[src/awr_pkg.sv]
// Shared constants and types for the alarm wake and event routing block
package awr_pkg;
    // Register byte offsets on the 32-bit bus
    localparam logic [7:0] AWR_OFS_STATUS = 8'h00;
    localparam logic [7:0] AWR_OFS_ENABLE = 8'h04;
    localparam logic [7:0] AWR_OFS_CONTROL = 8'h08;
    localparam logic [7:0] AWR_OFS_MODE_CMD = 8'h0C;
    localparam logic [7:0] AWR_OFS_DAY = 8'h10;
    localparam logic [7:0] AWR_OFS_MONTH = 8'h14;
    localparam logic [7:0] AWR_OFS_HUNDREDS = 8'h18;
    // Status register fields (write one to clear)
    localparam int AWR_STS_ALARM_BIT = 0;
    localparam int AWR_STS_WAKE_BIT = 1;
    localparam int AWR_STS_CMD_BIT = 2;
    // Enable register field
    localparam int AWR_EN_ALARM_BIT = 0;
    // Control register fields
    localparam int AWR_CTL_ROUTE_BIT = 0;
    localparam int AWR_CTL_S4_BIT = 1;
    // Reset values
    localparam logic [7:0] AWR_DAY_RESET = 8'hFF;
    localparam logic [7:0] AWR_MONTH_RESET = 8'hFF;
    localparam logic [7:0] AWR_HUNDREDS_RESET = 8'h00;
    localparam logic [7:0] AWR_CMD_RESET = 8'h00;
    // Day and month ranges
    localparam logic [7:0] AWR_DAY_MASK = 8'h3F;
    localparam logic [7:0] AWR_DAY_MIN = 8'h01;
    localparam logic [7:0] AWR_DAY_BCD_MAX = 8'h31;
    localparam logic [7:0] AWR_DAY_BIN_MAX = 8'h1F;
    localparam logic [7:0] AWR_MON_MIN = 8'h01;
    localparam logic [7:0] AWR_MON_BCD_MAX = 8'h12;
    localparam logic [7:0] AWR_MON_BIN_MAX = 8'h0C;
    localparam logic [3:0] AWR_BCD_DIGIT_MAX = 4'h9;

    // Power state reported by the sleep sequencer
    typedef enum logic [2:0] {
        AWR_S0,
        AWR_S1,
        AWR_S2,
        AWR_S3,
        AWR_S4,
        AWR_S5
    } awr_sleep_e;

    // Wishbone request from the master
    typedef struct packed {
        logic cyc;
        logic stb;
        logic we;
        logic [3:0] sel;
        logic [7:0] adr;
        logic [31:0] dat;
    } awr_wb_req_s;

    // Wishbone answer to the master
    typedef struct packed {
        logic ack;
        logic [31:0] dat;
    } awr_wb_rsp_s;
endpackage

[src/awr_alarm_wake.sv]
`timescale 1ns/100ps
`default_nettype none
module awr_alarm_wake
    import awr_pkg::*;
(
    input wire logic clk_i,
    input wire logic rst_i,
    input wire awr_wb_req_s wb_req_i,
    output awr_wb_rsp_s wb_rsp_o,
    input wire logic clock_interrupt_line_i,
    input wire logic battery_low_i,
    input wire logic legacy_capable_i,
    input wire logic alarm_bcd_mode_i,
    input wire awr_sleep_e sleep_state_i,
    output logic wake_event_o,
    output logic os_control_interrupt_o,
    output logic firmware_mgmt_interrupt_o,
    output logic day_alarm_valid_o,
    output logic month_alarm_valid_o,
    output logic [7:0] day_of_month_alarm_o,
    output logic [7:0] month_of_year_alarm_o,
    output logic [7:0] year_hundreds_value_o
);

    // Whole state of the block
    typedef struct packed {
        logic ack;                 // Bus answer strobe
        logic [31:0] rdat;         // Read data holder
        logic irq_s1;              // Clock line, first sync stage
        logic irq_s2;              // Clock line, second sync stage
        logic irq_d;               // Clock line, edge history
        logic bat_s1;              // Battery-low first stage
        logic bat_s2;              // Battery-low second stage
        logic leg_s1;              // Legacy strap first stage
        logic leg_s2;              // Legacy strap second stage
        logic alarm_sts;           // Sticky alarm wake status
        logic alarm_en;            // Alarm wake enable
        logic wake_sts;            // Sticky wake status
        logic cmd_sts;             // Pending command port event
        logic route;               // Stored route select
        logic s4_flag;             // Deep sleep alarm wake flag
        logic [7:0] cmd_val;       // Last command byte written
        logic [7:0] day;           // Day of month alarm
        logic [7:0] mon;           // Month of year alarm
        logic [7:0] year_hundreds_value;          // Year hundreds value
    } awr_state_s;

    awr_state_s st_ff;      // Registered state
    awr_state_s nxt_st;     // Next state

    // Valid day of month, upper two bits ignored
    function automatic logic day_ok(input logic [7:0] v, input logic bcd);
        logic [7:0] m;
        m = v & AWR_DAY_MASK;
        if (bcd) begin
            day_ok = (m >= AWR_DAY_MIN) && (m <= AWR_DAY_BCD_MAX)
                     && (m[3:0] <= AWR_BCD_DIGIT_MAX);
        end else begin
            day_ok = (m >= AWR_DAY_MIN) && (m <= AWR_DAY_BIN_MAX);
        end
    endfunction

    // Valid month of year
    function automatic logic mon_ok(input logic [7:0] v, input logic bcd);
        if (bcd) begin
            mon_ok = (v >= AWR_MON_MIN) && (v <= AWR_MON_BCD_MAX)
                     && (v[3:0] <= AWR_BCD_DIGIT_MAX);
        end else begin
            mon_ok = (v >= AWR_MON_MIN) && (v <= AWR_MON_BIN_MAX);
        end
    endfunction

    // Decoded bus access
    logic bus_req;          // New request not yet answered
    logic wr_hit;           // Write with low lane enabled
    logic irq_rise;         // Alarm edge on the clock line
    logic route_eff;        // Route select as seen by software
    logic sleeping;         // System in a sleeping state
    logic wake_allowed;     // Present state may wake on alarm
    logic pm_event;         // Management event from alarm
    logic day_v;            // Day alarm holds a valid day
    logic mon_v;            // Month alarm usable

    assign bus_req = wb_req_i.cyc && wb_req_i.stb && !st_ff.ack;
    assign wr_hit = bus_req && wb_req_i.we && wb_req_i.sel[0];
    assign irq_rise = st_ff.irq_s2 && !st_ff.irq_d;

    // Route forced on without legacy mode
    assign route_eff = st_ff.route || !st_ff.leg_s2;

    // Sleeping states S1 through S4
    assign sleeping = (sleep_state_i == AWR_S1) || (sleep_state_i == AWR_S2)
                      || (sleep_state_i == AWR_S3) || (sleep_state_i == AWR_S4);

    // S4 only with the deep sleep flag
    assign wake_allowed = sleeping && ((sleep_state_i != AWR_S4) || st_ff.s4_flag);

    // Status and enable raise an event
    assign pm_event = st_ff.alarm_sts && st_ff.alarm_en;

    // Unused day value falls back to daily alarm
    assign day_v = day_ok(st_ff.day, alarm_bcd_mode_i);

    // Month match only with day match
    assign mon_v = day_v && mon_ok(st_ff.mon, alarm_bcd_mode_i);

    // Next state, bus and event logic
    always_comb begin
        nxt_st = st_ff;
        // Two-stage synchronisers for pins
        nxt_st.irq_s1 = clock_interrupt_line_i;
        nxt_st.irq_s2 = st_ff.irq_s1;
        nxt_st.irq_d = st_ff.irq_s2;
        nxt_st.bat_s1 = battery_low_i;
        nxt_st.bat_s2 = st_ff.bat_s1;
        nxt_st.leg_s1 = legacy_capable_i;
        nxt_st.leg_s2 = st_ff.leg_s1;
        // Answer one cycle after request, then drop
        nxt_st.ack = bus_req;
        nxt_st.rdat = 32'h0000_0000;
        // Read mux, unmapped reads zero
        if (bus_req && !wb_req_i.we) begin
            case (wb_req_i.adr)
                AWR_OFS_STATUS: begin
                    nxt_st.rdat[AWR_STS_ALARM_BIT] = st_ff.alarm_sts;
                    nxt_st.rdat[AWR_STS_WAKE_BIT] = st_ff.wake_sts;
                    nxt_st.rdat[AWR_STS_CMD_BIT] = st_ff.cmd_sts;
                end
                AWR_OFS_ENABLE: begin
                    nxt_st.rdat[AWR_EN_ALARM_BIT] = st_ff.alarm_en;
                end
                AWR_OFS_CONTROL: begin
                    nxt_st.rdat[AWR_CTL_ROUTE_BIT] = route_eff;
                    nxt_st.rdat[AWR_CTL_S4_BIT] = st_ff.s4_flag;
                end
                AWR_OFS_MODE_CMD: begin
                    nxt_st.rdat[7:0] = st_ff.cmd_val;
                end
                AWR_OFS_DAY: begin
                    nxt_st.rdat[7:0] = st_ff.day;
                end
                AWR_OFS_MONTH: begin
                    nxt_st.rdat[7:0] = st_ff.mon;
                end
                AWR_OFS_HUNDREDS: begin
                    nxt_st.rdat[7:0] = st_ff.year_hundreds_value;
                end
                default: begin
                    nxt_st.rdat = 32'h0000_0000;
                end
            endcase
        end
        // Register writes, low byte lane only
        if (wr_hit) begin
            case (wb_req_i.adr)
                AWR_OFS_STATUS: begin
                    if (wb_req_i.dat[AWR_STS_ALARM_BIT]) begin
                        nxt_st.alarm_sts = 1'b0;
                    end
                    if (wb_req_i.dat[AWR_STS_WAKE_BIT]) begin
                        nxt_st.wake_sts = 1'b0;
                    end
                    if (wb_req_i.dat[AWR_STS_CMD_BIT]) begin
                        nxt_st.cmd_sts = 1'b0;
                    end
                end
                AWR_OFS_ENABLE: begin
                    nxt_st.alarm_en = wb_req_i.dat[AWR_EN_ALARM_BIT];
                end
                AWR_OFS_CONTROL: begin
                    nxt_st.route = wb_req_i.dat[AWR_CTL_ROUTE_BIT];
                    nxt_st.s4_flag = wb_req_i.dat[AWR_CTL_S4_BIT];
                end
                AWR_OFS_MODE_CMD: begin
                    nxt_st.cmd_val = wb_req_i.dat[7:0];
                    nxt_st.cmd_sts = 1'b1;
                end
                AWR_OFS_DAY: begin
                    nxt_st.day = wb_req_i.dat[7:0];
                end
                AWR_OFS_MONTH: begin
                    nxt_st.mon = wb_req_i.dat[7:0];
                end
                AWR_OFS_HUNDREDS: begin
                    nxt_st.year_hundreds_value = wb_req_i.dat[7:0];
                end
                default: begin
                    nxt_st.cmd_val = st_ff.cmd_val;
                end
            endcase
        end
        // Alarm edge sets status, set beats clear
        // Edge taken from the clock line
        if (irq_rise) begin
            nxt_st.alarm_sts = 1'b1;
        end
        // Wake in sleep sets wake status
        if (wake_event_o) begin
            nxt_st.wake_sts = 1'b1;
        end
        // Synchronous reset of control state
        if (rst_i) begin
            nxt_st = '0;
            nxt_st.day = AWR_DAY_RESET;
            nxt_st.mon = AWR_MONTH_RESET;
            nxt_st.year_hundreds_value = AWR_HUNDREDS_RESET;
            nxt_st.cmd_val = AWR_CMD_RESET;
        end
    end

    // State register
    always_ff @(posedge clk_i) begin
        st_ff <= nxt_st;
    end

    // Bus answer from flip-flops
    assign wb_rsp_o.ack = st_ff.ack;
    assign wb_rsp_o.dat = st_ff.rdat;

    // Wake request while sleeping, not on battery low
    assign wake_event_o = pm_event && wake_allowed && !st_ff.bat_s2;

    assign os_control_interrupt_o = pm_event && route_eff;
    assign firmware_mgmt_interrupt_o = (pm_event && !route_eff) || st_ff.cmd_sts;

    // Alarm bytes held in fixed storage
    assign day_of_month_alarm_o = st_ff.day;
    assign month_of_year_alarm_o = st_ff.mon;
    assign year_hundreds_value_o = st_ff.year_hundreds_value;
    assign day_alarm_valid_o = day_v;
    assign month_alarm_valid_o = mon_v;
endmodule
`default_nettype wire

[config.mk]
export PLATFORM = sky130hd
export DESIGN_NAME = awr_alarm_wake
export DESIGN_NICKNAME = d
export VERILOG_FILES = /design/src/awr_pkg.sv /design/src/awr_alarm_wake.sv
export SDC_FILE = /design/constraint.sdc
export NUM_CORES = 1
export LEC_CHECK = 0
export CORE_UTILIZATION = 63
export CTS_CLUSTER_SIZE = 14
export DETAILED_ROUTE_END_ITERATION = 7
export DONT_BUFFER_PORTS = 1
export PLACE_DENSITY = 0.76
export REMOVE_ABC_BUFFERS = 1
export SLEW_MARGIN = 20
export SYNTH_ARGS = -nofsm -noshare
export SYNTH_HDL_FRONTEND = slang
export SYNTH_SLANG_ARGS = --single-unit
export TNS_END_PERCENT = 1
[constraint.sdc]
create_clock -name clk_i -period 2.15 [get_ports clk_i]
set_input_delay 0.5375 -clock clk_i [delete_from_list [all_inputs] [get_ports clk_i]]
set_output_delay 0.5375 -clock clk_i [all_outputs]
set_load 0.05 [all_outputs]
======== Word-level counts from Yosys, hierarchy flattened ========
Cells that the tools add are included.
operators by class
  $lt $le $gt $ge ......................... 8
  equal/unequal tests ..................... 12
  mux-type cells .......................... 21
  bitwise logic cells ..................... 1
  reduce and logical (&&, ||, !) cells .... 49
operators with widths
  operator              count
  $mux W38              1
  $mux W8               4
  $eq A8 B5 Y1 const B  3
  $pmux W5 S4           1
  $logic_and A1 B1 Y1   19
  $eq A8 B4 Y1 const B  2
  $reduce_bool A2 Y1    7
  $reduce_and A2 Y1     6
  $mux W1               10
  $reduce_and A3 Y1     3
  $eq A8 B3 Y1 const B  1
  $ge A8 B1 Y1 const B  1
  $le A4 B4 Y1 const B  2
  $le A8 B4 Y1 const B  1
  $le A8 B5 Y1 const B  1
  $logic_not A8 Y1      1
  $pmux W1 S7           1
  $eq A3 B2 Y1 const B  2
  $ge A6 B1 Y1 const B  1
  $le A6 B5 Y1 const B  1
  $le A6 B6 Y1 const B  1
  $logic_not A1 Y1      6
  $logic_or A1 B1 Y1    6
  $pmux W1 S6           1
  9 further kinds       9
storage, ports and cells
  register bits ........................... 78
  output and inout bits ................... 62
  logic and storage cells ................. 111

======== Longest topological paths before layout ========
Gate-level depths: netlist (run 1).
  depth after elaboration ................. 9
  gate-level depth with buffers ........... 6

======== Worst setup path before layout (run 1) ========
OpenSTA, ideal clock, no wires.
  kind .................................... input to output
  start point ............................. in alarm_bcd_mode_i
  end point ............................... out month_alarm_valid_o
  arrival ................................. 2.633 ns
  required time ........................... 1.612 ns
  path slack .............................. -1.020 ns
  stages on the path ...................... 4
  buffers on the path ..................... 0
  cell sequence ........................... o21ai_0 nand2_1 a221oi_1 o2111a_1
on the way
  cells in the longest elaborated chain, start to end .. 2
RTL lines
  element                      RTL line               text
  start: declaration           awr_alarm_wake.sv:13   input wire logic alarm_bcd_mode_i,
  $mux W1                      awr_alarm_wake.sv:55   if (bcd) begin
  named net day_alarm_valid_o  awr_alarm_wake.sv:18   output logic day_alarm_valid_o,
  $logic_and A1 B1 Y1          awr_alarm_wake.sv:105  assign mon_v = day_v && mon_ok(st_ff.mon, alarm_bcd_mode_i);
  end: declaration             awr_alarm_wake.sv:19   output logic month_alarm_valid_o,
The timed path passes the listed nets, and every way through them passes these cells.

======== Final worst setup path (run 1) ========
  start point ............................. reg st_ff, in the netlist day_of_month_alarm_o[1]
  end point ............................... out month_alarm_valid_o
on the way
  cells in the longest elaborated chain, start to end .. 5
RTL lines
  element                                       RTL line                                    text
  start: declaration                            awr_alarm_wake.sv:48                        awr_state_s st_ff;
  start signal: assignment                      awr_alarm_wake.sv:213                       st_ff <= nxt_st;
  $ge A6 B1 Y1 or $le A6 B6 Y1 (tied branches)  awr_alarm_wake.sv:56, awr_alarm_wake.sv:59
  $logic_and A1 B1 Y1                           awr_alarm_wake.sv:56                        day_ok = (m >= AWR_DAY_MIN) && (m <= AWR_DAY_BCD_MAX)
  $logic_and A1 B1 Y1                           awr_alarm_wake.sv:57                        && (m[3:0] <= AWR_BCD_DIGIT_MAX);
  $mux W1 *                                     awr_alarm_wake.sv:55
  $logic_and A1 B1 Y1 *                         awr_alarm_wake.sv:105
Every way passes the cells marked *; elsewhere a longest branch is shown, timed or not.

==> impl_metrics.json, run 1 <==
{
  "outcome": "finished with violations",
  "cts.path.max_buffers": 2,
  "cts.sinks": 54,
  "critPathKind": "flop to primary output",
  "p_clk_share_pct": 37.0,
  "clk_pin_slew_worst_paths_ps": 90,
  "synth_edf_count": 0,
  "die_h_um": 70.91,
  "syn_area_per_cell_um2": 9.149,
  "wl_per_cell_um": 17.04,
  "yosysWarningCount": 0,
  "overflow": 0,
  "core_area_um2": 4444,
  "post-cts-setup-buffers": 0,
  "ys_seq_area_share_pct": 36.14,
  "start_util_pct": 67.31,
  "seqPwrFrac_pct": 54.2,
  "cap_violations": 0,
  "grt_first_pass_wirelength_mm": 10.03,
  "hold_path_startpoint": "wb_req_i[44]",
  "vias": 2182,
  "hold_violations": 0,
  "whs_path_depth": 1,
  "max_freq_ghz": 0.4382,
  "synth_top_area_share_pct": 36.14,
  "synth_top_area_cell": "dfxtp_1",
  "rsz0062_at_grt": "true",
  "routed_wl_mm": 6.238,
  "worst_slack_ps": -131.9,
  "powerDensity_nw_per_um2": 624.4,
  "netlist_instances": 327,
  "ys_top_cells_by_count": "buf_4 (57), dfxtp_1 (54), nor2_1 (27)",
  "end_kind": "primary output",
  "slew_headroom_pct": 62.89,
  "grt_use_total_pct": 25.82,
  "arrival_ps": 1740,
  "p_sw_share_pct": 24.01,
  "maxSlewViolCount": 0,
  "areaGrowthSynthToFinish_pct": -0.1674,
  "syn_area_um2": 2992,
  "ant_nets": 0,
  "cts_htree_levels": 2,
  "ys.flop_type": "dfxtp_1",
  "drcViolationCount": 0,
  "regToRegSetupSlack_ps": 620,
  "cts_resized": 3,
  "vdd_drop_max_uv": 321.2,
  "nets": 370,
  "die_w_um": 70.91,
  "required_ps": 1610,
  "cts_hold_buf": 0,
  "drive_gt1_share_pct": 17.20,
  "worstReg2RegEnd": "day_of_month_alarm_o[6]$_SDFFE_PP1P_",
  "synth_seq_cells": 54,
  "period_needed_ps": 2282,
  "place_area_um2": 2858,
  "fin_area_um2": 2987,
  "violations": "setup timing",
  "combPwrFrac_pct": 8.8,
  "min_to": "wb_rsp_o[1]$_SDFF_PP0_",
  "grt_start_max_net_pins": 64,
  "antenna_found_initial": 0,
  "ios": 118,
  "finalSetupViolCount": 1,
  "hpwlAfterDp_mm": 4.513,
  "synth_area_leaders": "dfxtp_1 (36%), buf_4 (14%), mux2i_1 (7.7%), nand2b_1 (4.4%), nor2_1 (3.4%)",
  "p_leak_nw": 1.193,
  "diodes": 0,
  "synth.distinct_cells": 51,
  "internal_power_w": 0.001417,
  "clockRootBuffer": "clkbuf_8",
  "clkLatencyLatePin_ps": 300,
  "switchingPower_w": 0.0004477,
  "reg2reg_depth": 5,
  "worstMarginPinSlew_ps": 555.8,
  "gp_congestion": 0.8941,
  "row_count": 24,
  "skew_ps": 4.146,
  "drtIter0Drc": 171,
  "period_share_pct": 106.1,
  "cts_buffers": 5,
  "hp-class": "input port to flop",
  "start_kind": "flop",
  "via_per_inst": 5.962,
  "io_buffers": 0,
  "crit_fanout": 4,
  "tns_ps": -131.9,
  "grt_pass1_vias": 2049,
  "die_area_um2": 5028,
  "reg2reg_from": "wb_rsp_o[32]$_SDFF_PP0_",
  "yosysMostFrequentCell": "buf_4",
  "drtPass1Iterations": 7,
  "synthArstFlopShare_pct": 0,
  "cts_tree": "yes"
}
## power by group through the flow
| stage | clock network [W] | logic, W | registers [W] |
|---|---|---|---|
| after detailed placement | 0 | 0.000163 | 0.00103 |
| after global routing | 0.000735 | 0.000173 | 0.00101 |
| after global placement | 0 | 0.000162 | 0.00103 |
| after CTS | 0.000707 | 0.000163 | 0.00101 |
| final | 0.000690 | 0.000165 | 0.00101 |
| after floorplan | 0 | 0.000147 | 0.00104 |
## layer usage
layer / track usage (%) / vias to the layer above / part of all wire, %
li1: - / 1042 / -
met5: 0 / - / 0
met2: 41.13 / 115 / 45
met1: 33.84 / 1015 / 46
met3: 7.123 / 10 / 7.9
met4: 8.889 / 0 / 1.8
## per-stage QoR
step / worst slack [ps] / power [W] / hold WS [ps] / std cells / util [%]
floorplan: -1233 / 0.001183 / 413.8 / 279 / -
global placement: 130.7 / 0.001195 / 416.4 / 359 / 64.30
detailed placement: 148.5 / 0.001197 / 421.2 / 359 / 64.30
CTS: -119.3 / 0.001881 / 288.1 / 366 / 67.06
global route: -198.4 / 0.001920 / 281.2 / 366 / 67.20
finish: -131.9 / 0.001865 / 295.6 / 366 / 67.20
## how the worst max path moves through the flow
stage	from	to	slack (ps)	cells past startpoint
floorplan	day_of_month_alarm_o[1]$_SDFFE_PP1P_	month_alarm_valid_o	-1230	4
global placement	alarm_bcd_mode_i	month_alarm_valid_o	130	4
detailed placement	alarm_bcd_mode_i	month_alarm_valid_o	150	4
CTS	day_of_month_alarm_o[1]$_SDFFE_PP1P_	month_alarm_valid_o	-120	5
global route	day_of_month_alarm_o[1]$_SDFFE_PP1P_	month_alarm_valid_o	-200	5
finish	day_of_month_alarm_o[1]$_SDFFE_PP1P_	month_alarm_valid_o	-130	5
## critical path: stages (launching register included)
cell and delay, ps:
dfxtp_2 340, or4_4 550, nor3_4 130, a221oi_2 70
o2111a_1 190, buf_12 160
## area by class of cell
class | count | area, um^2
Clock buffer | 6 | 82.58
Clock inverter | 1 | 30.03
Inverter | 1 | 3.754
Sequential cell | 54 | 1082
Fill cell | 366 | 1458
Timing Repair Buffer | 28 | 222.7
Multi-Input combinational cell | 224 | 1500
Tap cell | 52 | 65.06
## layout by cell type (no fill, tap or decap), types with 2 or more instances in the layout
cell	n
dfxtp_1	53
nor2_1	27
buf_4	27
conb_1	24
mux2i_1	23
nand2b_1	21
nand2_1	17
a21oi_1	13
nor2b_1	10
nor3_1	9
and2_1	9
a211o_1	8
o21ai_0	6
clkbuf_8	6
a22o_1	5
a22oi_1	4
nand3b_1	3
and3_1	3
nand3_1	3
a222oi_1	3
or4_4	2
o21bai_1	2
nand4b_1	2
or4b_4	2
nor4_4	2
a21oi_2	2
o2bb2ai_1	2
## cell families (layout without fill, tap and decap cells)
logic type             Yosys count  after routing  share of synthesized area, %
and+or+nand+nor                122            122                         24.80
AOI/OAI and AO/OA               54             54                         13.55
other                            1             24                        0.1254
muxes                           24             24                         8.072
buffers and inverters           72             36                         17.31
DFF                             54             54                         36.14
## registers in the layout (all words and copies together) (netlist names)
| register | cells |
|---|---|
| day_of_month_alarm_o | 8 |
| month_of_year_alarm_o | 8 |
| st_ff | 21 |
| wb_rsp_o | 9 |
| year_hundreds_value_o | 8 |
(Power assumes the default switching activity.)
==> run 2, diff against run 1 <==
--- a/config.mk
+++ b/config.mk
@@ -5,6 +5,7 @@
 export SDC_FILE = /design/constraint.sdc
 export NUM_CORES = 1
 export LEC_CHECK = 0
+export CORE_MARGIN = 8
 export CORE_UTILIZATION = 63
 export CTS_CLUSTER_SIZE = 14
 export DETAILED_ROUTE_END_ITERATION = 7
==> constraint.sdc (replaced) <==
create_clock -name clk_i -period 2.48 [get_ports clk_i]
set_input_delay 0.62 -clock clk_i [delete_from_list [all_inputs] [get_ports clk_i]]
set_output_delay 0.62 -clock clk_i [all_outputs]
set_load 0.05 [all_outputs]
==> impl_metrics.json, run 2 (same netlist as run 1, synthesis figures left out) <==
{
  "required_ps": 1860,
  "overflow": 0,
  "cts.sinks": 54,
  "rsz0062_at_grt": "true",
  "vdd_drop_max_uv": 310.6,
  "start_kind": "flop",
  "die_w_um": 84.91,
  "p_leak_nw": 1.186,
  "whs_ps": 371.0,
  "p_clk_share_pct": 36.8,
  "period_needed_ps": 2447,
  "row_count": 25,
  "end_kind": "primary output",
  "arrival_ps": 1830,
  "instances_no_fill": 367,
  "diodes": 0,
  "layout_common_cells": "dfxtp_1 (52), nor2_1 (27), buf_4 (25)",
  "start_util_pct": 64.19,
  "slew_headroom_pct": 59.47,
  "top_register": "st_ff",
  "largest_register_ff_count": 21,
  "drtIter0Drc": 195,
  "skew_ps": 6.737,
  "ios": 118,
  "startpoint": "day_of_month_alarm_o[1]$_SDFFE_PP1P_",
  "hp-class": "input port to flop",
  "areaGrowthSynthToFinish_pct": -0.4181,
  "clkLatencyLatePin_ps": 310,
  "powerDensity_nw_per_um2": 541.2,
  "cap_violations": 0,
  "internal_power_w": 0.001207,
  "grt_pass1_vias": 2175,
  "switchingPower_w": 0.0004051,
  "core_area_um2": 4661,
  "hpwlAfterDp_mm": 5.058,
  "period_share_pct": 98.68,
  "worstReg2RegEnd": "month_of_year_alarm_o[3]$_SDFFE_PP1P_",
  "outcome": "finished clean",
  "routed_wl_mm": 6.841,
  "critPathKind": "flop to primary output",
  "dp_cells": 358,
  "seqPwrFrac_pct": 54.4,
  "via_per_inst": 5.850,
  "cts_buffers": 5,
  "reg2reg_from": "wb_rsp_o[32]$_SDFF_PP0_",
  "crit_slowest_cell": "or4_4",
  "path_buf_inv": 1,
  "drcViolationCount": 0,
  "finalSetupViolCount": 0,
  "nets": 368,
  "die_h_um": 84.91,
  "tns_ps": 0,
  "crit_chain": "or4_4 -> nor3_4 -> a221oi_2 -> o2111a_1 -> buf_12",
  "cpPeakStageDelay_ps": 490,
  "cts_tree": "yes",
  "ant_nets": 0,
  "max_freq_ghz": 0.4086,
  "worstMarginPinSlew_ps": 603.3,
  "maxSlewViolCount": 0,
  "grt_start_max_net_pins": 64,
  "drive_gt1_share_pct": 17.25,
  "hold_violations": 0,
  "die_area_um2": 7210,
  "p_sw_share_pct": 25.12,
  "vias": 2147,
  "cts.path.max_buffers": 2,
  "crit_fanout": 6,
  "combPwrFrac_pct": 8.8,
  "clockRootBuffer": "clkbuf_8",
  "drtPass1Iterations": 5,
  "worstSetupPathDepth": 5,
  "gp_congestion": 0.8514,
  "fillCellCount": 387,
  "multi_input_area_um2": 1501,
  "crit_family": "simple AND/OR/NAND/NOR gates",
  "fin_area_um2": 2979,
  "clk_pin_slew_worst_paths_ps": 100,
  "post-place-ws_ps": 306.4,
  "cts_hold_buf": 0,
  "wl_per_cell_um": 18.64,
  "io_buffers": 0,
  "regToRegSetupSlack_ps": 630,
  "ff_latch_area_um2": 1086,
  "reg2reg_depth": 4,
  "grt_first_pass_wirelength_mm": 11.27,
  "final_common_cell": "dfxtp_1",
  "antenna_found_initial": 0,
  "cts_htree_levels": 2,
  "worstSetupEndpoint": "month_alarm_valid_o",
  "place_area_um2": 2838,
  "grt_use_total_pct": 19.18,
  "worst_slack_ps": 32.61
}
-- run 2: cell count changes in the layout (fill, tap and decap cells not counted), sizes merged --
| cell | change |
|---|---|
| buf | -2 |
| clkbuf | -1 |
| clkinv | +1 |
| inv | +1 |
-- run 2: layout make-up --
cell class                 count  share of cell area, %
multi-input combinational    224                  50.40
inverter                       1                 0.1260
tap                           54                  2.268
sequential                    54                  36.46
clock buffer                   5                  2.310
clock inverter                 3                  1.470
timing repair buffer          26                  6.972
-- run 2: power by group through the flow --
stage	clock (W)	combinational (W)	sequential [W]
CTS	0.000612	0.000140	0.000878
global placement	0	0.000139	0.000898
finish	0.000593	0.000142	0.000877
detailed placement	0	0.000140	0.000898
global route	0.000654	0.000150	0.000878
floorplan	0	0.000128	0.000898
-- run 2: worst min-delay path by stage --
stage | startpoint | to | cells after the start
floorplan | st_ff[39]$_SDFF_PP0_ | st_ff[38]$_SDFF_PP0_ | 1
global placement | st_ff[44]$_SDFF_PP0_ | st_ff[43]$_SDFF_PP0_ | 1
detailed placement | st_ff[44]$_SDFF_PP0_ | st_ff[43]$_SDFF_PP0_ | 1
CTS | rst_i | st_ff[41]$_SDFF_PP0_ | 1
global route | rst_i | st_ff[39]$_SDFF_PP0_ | 1
finish | rst_i | st_ff[41]$_SDFF_PP0_ | 1
-- run 2: stage by stage --
step | total power, W | utilization [%]
after detailed placement | 0.001038 | 60.89
after CTS | 0.001630 | 63.41
after global placement | 0.001037 | 60.89
after floorplan | 0.001026 | -
after global routing | 0.001682 | 63.92
final | 0.001612 | 63.92
-- run 2: layer usage --
metal	global-route usage (%)	share of wire, %
met1	23.74	42
met2	30.92	48
met3	6.371	8.9
met4	5.340	0.73
met5	0	0
-- run 2: timing repair --
| action | 4_1_cts | 5_1_grt |
|---|---|---|
| setup buffers | 0 | 1 |
| endpoints found under the setup margin | 1 | 1 |
| resized for setup | 1 | 6 |
| pin swaps | 0 | 2 |
| cloned | 0 | 0 |
